## src/hw/sfc_cfg.svh

```systemverilog
// Timing, framing and field constants for the serial frame CRC check link
`ifndef SFC_CFG_SVH
`define SFC_CFG_SVH

`define SFC_CMD_BITS        16
`define SFC_FRAME_BITS      24
`define SFC_CRC_BITS        8
`define SFC_CRC_POLY        8'h07
`define SFC_CRC_INIT        8'h00
`define SFC_CNT_W           5
`define SFC_CNT_ZERO        5'h00
`define SFC_CNT_CMD         5'h10
`define SFC_CNT_FRAME       5'h18
`define SFC_ADDR_MSB        15
`define SFC_ADDR_LSB        13
`define SFC_DATA_MSB        12
`define SFC_DATA_LSB        0
`define SFC_ADDR_W          3
`define SFC_DATA_W          13
`define SFC_STAT_ERR_BIT    3
`define SFC_STAT_OT_BIT     2
`define SFC_STAT_IOC_BIT    1
`define SFC_STAT_VSC_BIT    0
`define SFC_STAT_ADDR       3'h7
`define SFC_DIV_HALF        4'hF
`define SFC_DIV_W           4
`define SFC_DIV_ZERO        4'h0

`endif

```

## src/hw/sfc_pkg.sv

```systemverilog
// Types shared by both ends of the serial frame CRC check link
package sfc_pkg;
    typedef logic [15:0] sfc_cmd_t;
    typedef logic [7:0]  sfc_crc_t;

    typedef enum logic [2:0] {
        SFC_IDLE  = 3'h1,
        SFC_SHIFT = 3'h2,
        SFC_END   = 3'h4
    } sfc_host_state_t;

    // CRC-8, x^8+x^2+x+1, one bit, MSB first
    function automatic sfc_crc_t sfc_crc_step(input sfc_crc_t crc, input logic bit_in);
        logic fb;
        fb = crc[7] ^ bit_in;
        sfc_crc_step = {crc[6:0], 1'b0} ^ (fb ? 8'h07 : 8'h00);
    endfunction
endpackage

```

## src/hw/sfc_link_if.sv

```systemverilog
// Three-wire serial link with open-drain fault line between controller and device
`timescale 1ns/100ps
interface sfc_link_if;
    logic sclk;
    logic sdata;
    logic sync;
    logic fault_oe;
    logic fault_n;

    // Open-drain pull-up modelled as a resolved level
    assign fault_n = ~fault_oe;

    modport host (
        output sclk,
        output sdata,
        output sync,
        input  fault_n
    );
    modport device (
        input  sclk,
        input  sdata,
        input  sync,
        output fault_oe
    );
endinterface // sfc_link_if

```

## src/hw/sfc_device.sv

```systemverilog
// Device end: receives frames, checks CRC-8, commits registers, reports faults
//
// Summary of operation
// - Controller computes CRC-8 with x^8+x^2+x+1.
// - Controller appends check byte, 24 bits, then raises strobe.
// - Device checks 24-bit frame at strobe rise.
// - Good check commits data to addressed register.
// - Bad check pulls alarm low, sets D3.
// - Status read clears error flag, releases alarm.
// - Link uses clock, data and frame strobe.
// - Plain commands are 16 bits, sampled falling edge.
// - Status reports error D3, temp D2, open D1, short D0.
// - Alarm is open-drain, active low.
`timescale 1ns/100ps
`include "sfc_cfg.svh"
module sfc_device (
    input  wire logic                    sys_clk_in,
    input  wire logic                    rst_n_in,
    sfc_link_if.device                   link,
    input  wire logic                    over_temp_in,
    input  wire logic                    iout_open_in,
    input  wire logic                    vout_short_in,
    output logic                         wr_stb_out,
    output logic [`SFC_ADDR_W-1:0]       wr_addr_out,
    output logic [`SFC_DATA_W-1:0]       wr_data_out,
    output logic                         crc_err_out,
    output logic [15:0]                  status_word_out,
    output logic                         status_rd_out
);
    // ----------------------------------------------------------------
    // Pin synchronisers
    // ----------------------------------------------------------------
    logic [1:0] sclk_sy;
    logic [1:0] sdat_sy;
    logic [1:0] sync_sy;
    logic       sclk_d;
    logic       sync_d;

    always_ff @(posedge sys_clk_in or negedge rst_n_in) begin
        if (!rst_n_in) begin
            sclk_sy <= 2'h3;
            sdat_sy <= 2'h0;
            sync_sy <= 2'h3;
            sclk_d  <= 1'b1;
            sync_d  <= 1'b1;
        end else begin
            sclk_sy <= {sclk_sy[0], link.sclk};
            sdat_sy <= {sdat_sy[0], link.sdata};
            sync_sy <= {sync_sy[0], link.sync};
            sclk_d  <= sclk_sy[1];
            sync_d  <= sync_sy[1];
        end
    end

    wire sclk_fall = sclk_d & ~sclk_sy[1];
    wire sync_rise = ~sync_d & sync_sy[1];
    wire framing   = ~sync_sy[1];
    wire take_bit  = framing & sclk_fall;

    // ----------------------------------------------------------------
    // Receive shifter and running CRC
    // ----------------------------------------------------------------
    logic [23:0]           shreg;
    logic [`SFC_CNT_W-1:0] cnt;
    sfc_pkg::sfc_crc_t     crc;
    logic                  err_flag;

    wire        is_frame  = (cnt == `SFC_CNT_FRAME);
    wire        is_cmd    = (cnt == `SFC_CNT_CMD);
    wire [15:0] word      = is_frame ? shreg[23:8] : shreg[15:0];
    wire        crc_ok    = (crc == shreg[7:0]);
    wire        good      = sync_rise & ((is_frame & crc_ok) | is_cmd);
    wire        bad       = sync_rise & is_frame & ~crc_ok;
    wire [2:0]  addr      = word[`SFC_ADDR_MSB:`SFC_ADDR_LSB];
    wire        stat_read = good & (addr == `SFC_STAT_ADDR);
    wire [15:0] stat_val  = {12'h000, err_flag, over_temp_in, iout_open_in, vout_short_in};

    always_ff @(posedge sys_clk_in or negedge rst_n_in) begin
        if (!rst_n_in) begin
            shreg <= 24'h000000;
            cnt   <= `SFC_CNT_ZERO;
            crc   <= `SFC_CRC_INIT;
        end else if (!framing) begin
            cnt <= `SFC_CNT_ZERO;
            crc <= `SFC_CRC_INIT;
        end else if (take_bit) begin
            shreg <= {shreg[22:0], sdat_sy[1]};
            if (cnt != 5'h1F) begin
                cnt <= cnt + 5'h01;
            end
            // CRC covers only the first 16 bits of the frame
            if (cnt < `SFC_CNT_CMD) begin
                crc <= sfc_pkg::sfc_crc_step(crc, sdat_sy[1]);
            end
        end
    end

    // ----------------------------------------------------------------
    // Commit, status and alarm
    // ----------------------------------------------------------------
    always_ff @(posedge sys_clk_in or negedge rst_n_in) begin
        if (!rst_n_in) begin
            wr_stb_out      <= 1'b0;
            wr_addr_out     <= 3'h0;
            wr_data_out     <= 13'h0000;
            err_flag        <= 1'b0;
            crc_err_out     <= 1'b0;
            status_word_out <= 16'h0000;
            status_rd_out   <= 1'b0;
            link.fault_oe   <= 1'b0;
        end else begin
            // Mismatch leaves the addressed register untouched
            wr_stb_out    <= good & ~stat_read;
            status_rd_out <= stat_read;
            if (good & ~stat_read) begin
                wr_addr_out <= addr;
                wr_data_out <= word[`SFC_DATA_MSB:`SFC_DATA_LSB];
            end
            if (stat_read) begin
                status_word_out <= stat_val;
            end
            // Set wins: a read is a good frame, a fault a bad one, so
            // both never land in one cycle
            if (bad) begin
                err_flag      <= 1'b1;
                crc_err_out   <= 1'b1;
                link.fault_oe <= 1'b1;
            end else if (stat_read) begin
                err_flag      <= 1'b0;
                crc_err_out   <= 1'b0;
                link.fault_oe <= 1'b0;
            end
        end
    end
endmodule // sfc_device

```

## src/flat_wrapper.sv

```systemverilog
// flat-port wrapper written by rule: the top's interface ports become plain ports
module sfc_device_flat 
  (sys_clk_in, rst_n_in, over_temp_in, iout_open_in, vout_short_in, wr_stb_out, wr_addr_out, wr_data_out, crc_err_out, status_word_out, status_rd_out, link_sclk, link_sdata, link_sync, link_fault_oe);
  sfc_link_if link_i ();
  input  wire logic sys_clk_in;
  input  wire logic rst_n_in;
  input  wire logic over_temp_in;
  input  wire logic iout_open_in;
  input  wire logic vout_short_in;
  output logic wr_stb_out;
  output logic [`SFC_ADDR_W-1:0] wr_addr_out;
  output logic [`SFC_DATA_W-1:0] wr_data_out;
  output logic crc_err_out;
  output logic [15:0] status_word_out;
  output logic status_rd_out;
  input wire logic [$bits(link_i.sclk)-1:0] link_sclk;
  input wire logic [$bits(link_i.sdata)-1:0] link_sdata;
  input wire logic [$bits(link_i.sync)-1:0] link_sync;
  output wire logic [$bits(link_i.fault_oe)-1:0] link_fault_oe;
  assign link_i.sclk = link_sclk;
  assign link_i.sdata = link_sdata;
  assign link_i.sync = link_sync;
  assign link_fault_oe = link_i.fault_oe;
  sfc_device u_core (.sys_clk_in(sys_clk_in), .rst_n_in(rst_n_in), .link(link_i), .over_temp_in(over_temp_in), .iout_open_in(iout_open_in), .vout_short_in(vout_short_in), .wr_stb_out(wr_stb_out), .wr_addr_out(wr_addr_out), .wr_data_out(wr_data_out), .crc_err_out(crc_err_out), .status_word_out(status_word_out), .status_rd_out(status_rd_out));
endmodule
```

## config.mk

```make
export PLATFORM = sky130hd
export DESIGN_NAME = sfc_device_flat
export DESIGN_NICKNAME = d
export VERILOG_FILES = /design/src/hw/sfc_pkg.sv /design/src/hw/sfc_link_if.sv /design/src/hw/sfc_device.sv /design/src/flat_wrapper.sv
export VERILOG_INCLUDE_DIRS = /design/src /design/src/hw
export SDC_FILE = /design/constraint.sdc
export NUM_CORES = 1
export LEC_CHECK = 0
export BUFFER_PORTS_ARGS = -buffer_cell sky130_fd_sc_hd__buf_2
export CAP_MARGIN = 20
export CORE_AREA = 2 2 76 97
export DETAILED_ROUTE_END_ITERATION = 12
export DIE_AREA = 0 0 78 99
export HOLD_SLACK_MARGIN = 0.08
export PLACE_DENSITY = 0.74
export SKIP_CTS_REPAIR_TIMING = 1
export SYNTH_ARGS = -nofsm -noshare
export SYNTH_HDL_FRONTEND = slang
export SYNTH_SLANG_ARGS = --single-unit
```

## constraint.sdc

```tcl
create_clock -name sys_clk_in -period 2.3 [get_ports sys_clk_in]
set_input_delay 0.46 -clock sys_clk_in [delete_from_list [all_inputs] [get_ports sys_clk_in]]
set_output_delay 0.46 -clock sys_clk_in [all_outputs]
set_load 0.01 [all_outputs]
```

After elaboration in Yosys (flattened, before gate mapping)
Cells that the tools add are included.

operators by class
  add/subtract/negate cells = 1
  bitwise logic cells = 17
  multiplexer cells = 10
  equal/unequal tests = 5
  $lt $le $gt $ge = 1
  reductions and logical operators = 7

operators with widths
  kind                   number
  $mux W8                3
  $mux W16               1
  $mux W5                3
  $eq A5 B5 Y1 const B   2
  $and A1 B1 Y1          9
  $eq A8 B8 Y1           1
  $reduce_bool A2 Y1     4
  $xor A8 B8 Y8          1
  $reduce_and A2 Y1      3
  $add A5 B1 Y5 const B  1
  $lt A5 B5 Y1 const B   1
  $ne A5 B5 Y1 const B   1
  $not A1 Y1             5
  $eq A3 B3 Y1 const B   1
  $mux W3                1
  $mux W1                2
  $or A1 B1 Y1           1
  $xor A1 B1 Y1          1

word-level totals
  logic and storage cells = 55
  output and inout bits = 36
  bits in registers = 68
  bits of input ports = 8

Depth between registers and ports, before layout
  word-level depth = 7
  depth in mapped cells = 9
  gate-level depth less buffers = 7

Worst setup path after synthesis
No wires, ideal clock.

  path kind = register to register
  start point = register u_core.cnt[0]
  end point = register u_core.wr_data_out[10]
  clock period less this slack = 1.975 ns
  cell stages (with the launch flop) = 9
  slack = 0.325 ns
  library setup time = 0.125 ns
  buffers on the path = 2
  required time = 2.175 ns
  arrival = 1.849 ns
  cell sequence = dfrtp_1 > inv_1 > ha_1 > nand4b_4 > a41oi_2 > and3b_1 > buf_6 > buf_8 > mux2_4

between the ends
  longest elaborated chain between the ends = 7
  elaborated cells between the ends (all ways) = 10
  classes of those cells = eq/ne: 3; mux: 1; bitwise: 6

RTL lines
  element                   RTL line           text
  start: declaration        sfc_device.sv:64   logic [`SFC_CNT_W-1:0] cnt;
  start signal: assignment  sfc_device.sv:81   cnt <= `SFC_CNT_ZERO;
  start signal: assignment  sfc_device.sv:84   cnt <= `SFC_CNT_ZERO;
  start signal: assignment  sfc_device.sv:89   cnt <= cnt + 5'h01;
  $eq A5 B5 Y1 (no line)    n/a
  $and A1 B1 Y1             sfc_device.sv:72   wire good = sync_rise & ((is_frame & crc_ok) | is_cmd);
  $or A1 B1 Y1              sfc_device.sv:72
  $and A1 B1 Y1             sfc_device.sv:72
  $and A1 B1 Y1             sfc_device.sv:75   wire stat_read = good & (addr == `SFC_STAT_ADDR);
  $not A1 Y1                sfc_device.sv:115  if (good & ~stat_read) begin
  $and A1 B1 Y1             sfc_device.sv:115
  end signal: assignment    sfc_device.sv:117  wr_data_out <= word[`SFC_DATA_MSB:`SFC_DATA_LSB];
  end: declaration          sfc_device.sv:25   output logic [`SFC_DATA_W-1:0] wr_data_out,

Parallel ways exist; a longest one is shown, timed or not.
A chain may end at the register's enable or synchronous reset.

Final worst setup path
  start point = register u_core.cnt[0]
  end point = register u_core.wr_data_out[2]

The elaborated chain is that of the path after synthesis.

==> impl_metrics.ini <==
[pwr]
p_leak_nw = 1.728
power-per-cell-area_nw_per_um2 = 784.9
ir_drop_mv = 0.4778

[place]
gp_congestion = 0.7462
pre_cts_ws_ns = 0.3065
port_buffers = 31
dpl_cell_area_sq_um = 3218
dp_hpwl_microns = 3260

[hold_path]
hp-class = input port to async pin

[grt]
grt_overflow_total = 0
grt_pass1_vias = 1750
antenna_found_initial = 0
grt_max_degree = 49
grt_usage = 0.1432
grt_pass1_wl_microns = 8452

[synth]
synth-edff-count = 0
synth-seq-area-share = 0.5732
synth_top_family_by_area = multiplexers
ys_warn_count = 0
postSynthAreaPerCell_sq_um = 14.40
syn_inst = 207
synth_flop_cell = dfrtp_1
ys_async_sr_fraction = 1.000
synth-xor-area-share = 0.04112
synthSimpleGateAreaFrac = 0.05036
synthAdderAreaFrac = 0.01259
muxShareOfSynthArea = 0.2216
synth_compound_area_frac = 0.04952
synth-seq-cells = 68
syn_area_sq_um = 2982
synth_cell_types = 33

[timing]
rsz0062_at_grt = false
fin_crit_sh = 0.8699
hold_viol_final = 0
holdWs_ns = 0.06883
fin_setup_tns_ns = 0
skew_ns = 0.008092
setup_ws_ns = 0.2993
period_minus_slack_ns = 2.001
fmax_mhz = 499.8
finalMaxSlewViolations = 0
setup_violations = 0

[route]
totalWireLength_microns = 4903
drc = 0
vias_per_cell = 4.982
num_vias = 1704
drt_iter0_markers = 73
ant_nets = 0
wl_per_cell_microns = 14.34
firstDrtPassIters = 4

[cts]
path_clk_slew_ns = 0.07
insertion_delay_ns = 0.34
cts-root-buf = clkbuf_8
cts_buffers = 9
cts_tree = yes
htree_levels = 3
numClockSinks = 68
cts_buffer_depth = 2

[floorplanning]
num_io_pins = 44
die_w_microns = 78
core-area_sq_um = 6807
fp.dieArea_sq_um = 7722
num_rows = 34
die_h_microns = 99
start_util = 0.4381

[critical_path]
cp_data_required_time_ns = 2.52
endpoint = u_core.wr_data_out[2]
arrival_ns = 2.22
r2r_end = u_core.wr_data_out[2]
path_buf_inv = 2
crit_cells = 7
worst_path_dominant_cell_family = flip-flops
path_class = register to register
reg2reg_slack_ns = 0.30
crit_start = u_core.cnt[0]
worstReg2RegStart = u_core.cnt[0]
critPathMaxStageDelay_ns = 0.42
cp-start-kind = register
rr_worst_depth = 7
path_cells = inv_1, ha_1, nand4b_4, a41oi_2, and3b_1, buf_12, mux2_2
cp-end-kind = register
crit_fanout = 17
crit_slowest_cell = dfrtp_1

[cells_and_area]
final_cell_mix = dfrtp_1 (62), mux2_2 (48), buf_2 (31), conb_1 (12), clkbuf_8 (10)
areaGrowthSynthToFinish_pct = 15.23
fill_cells = 608
final_nets = 258
drive_gt1_frac = 0.4563
antenna_cells = 0
multi_input_area_sq_um = 1164
register_area_sq_um = 1709
final_common_cell = dfrtp_1
fin_area_sq_um = 3436

[run_status]
outcome = finished clean

[run]
maxCapViolCount = 0
-- synth_stat cells, types with 4 or more instances --
| cell type | instances | share of area |
|---|---|---|
| dfrtp_1 | 62 | 0.52 |
| mux2_2 | 48 | 0.18 |
| buf_4 | 13 | 0.033 |
| xnor2_1 | 9 | 0.026 |
| a22o_1 | 8 | 0.024 |
| nor2_1 | 7 | 0.0088 |
| dfstp_2 | 6 | 0.053 |
| mux2_4 | 6 | 0.030 |
| o21ai_0 | 5 | 0.0084 |
| xor2_1 | 5 | 0.015 |
| nand2_1 | 4 | 0.0050 |
-- area by class of cell --
| class | instances | share of cell area |
|---|---|---|
| Tap cell | 90 | 0.03277 |
| Clock buffer | 12 | 0.04224 |
| Inverter | 2 | 0.002185 |
| Sequential cell | 68 | 0.4975 |
| Timing Repair Buffer | 37 | 0.06555 |
| Clock inverter | 4 | 0.02112 |
| Multi-Input combinational cell | 129 | 0.3387 |
-- metal layers --
| layer | track usage | up-vias | wire [microns] |
|---|---|---|---|
| met5 | 0 | - | 0 |
| met4 | 0.09312 | 0 | 125 |
| met3 | 0.02839 | 9 | 201 |
| met2 | 0.2208 | 43 | 2373 |
| met1 | 0.1833 | 861 | 2203 |
| li1 | - | 791 | - |
-- power by group --
group | total, W | switching (W) | internal, W
clock network | 0.00107 | 0.000430 | 0.000639
registers | 0.00136 | 0.0000829 | 0.00128
logic | 0.000268 | 0.000110 | 0.000159
-- registers in the layout (all words and copies together), names as in the netlist --
name	cells
u_core.shreg	24
u_core.wr_data_out	13
u_core.crc	8
u_core.cnt	5
u_core.status_word_out	4
u_core.wr_addr_out	3
u_core.sclk_sy	2
u_core.sdat_sy	2
u_core.sync_sy	2
u_core.link.fault_oe	1
u_core.sclk_d	1
u_core.status_rd_out	1
u_core.sync_d	1
u_core.wr_stb_out	1
-- cell families (layout without fill, tap and decap cells) --
family	Yosys count	after routing
mux	57	57
fa+ha+maj	3	3
compound gates	19	19
flops	68	68
xor+xnor	14	14
buf+inv	21	55
simple gates	24	24
other cells	1	12
-- stage by stage --
step | cells | total power [W] | util
2_1_floorplan | 218 | 0.001578 | -
3_3_place_gp | 326 | 0.001645 | 0.4728
3_5_place_dp | 326 | 0.001654 | 0.4728
4_1_cts | 342 | 0.002735 | 0.5048
5_1_grt | 342 | 0.002829 | 0.5048
6_report | 342 | 0.002697 | 0.5048
-- worst min-delay path by stage --
stage                 startpoint                    end  slack, ns  depth (start not counted)
2_1_floorplan           rst_n_in          u_core.cnt[0]       0.16                          0
3_3_place_gp   u_core.sdat_sy[0]      u_core.sdat_sy[1]       0.34                          0
3_5_place_dp   u_core.sdat_sy[0]      u_core.sdat_sy[1]       0.34                          0
4_1_cts                 rst_n_in          u_core.cnt[3]       0.07                          1
5_1_grt                 rst_n_in  u_core.wr_data_out[7]       0.10                          1
6_report                rst_n_in          u_core.cnt[4]       0.07                          1
Note: power is estimated with default switching activity, not from simulation.
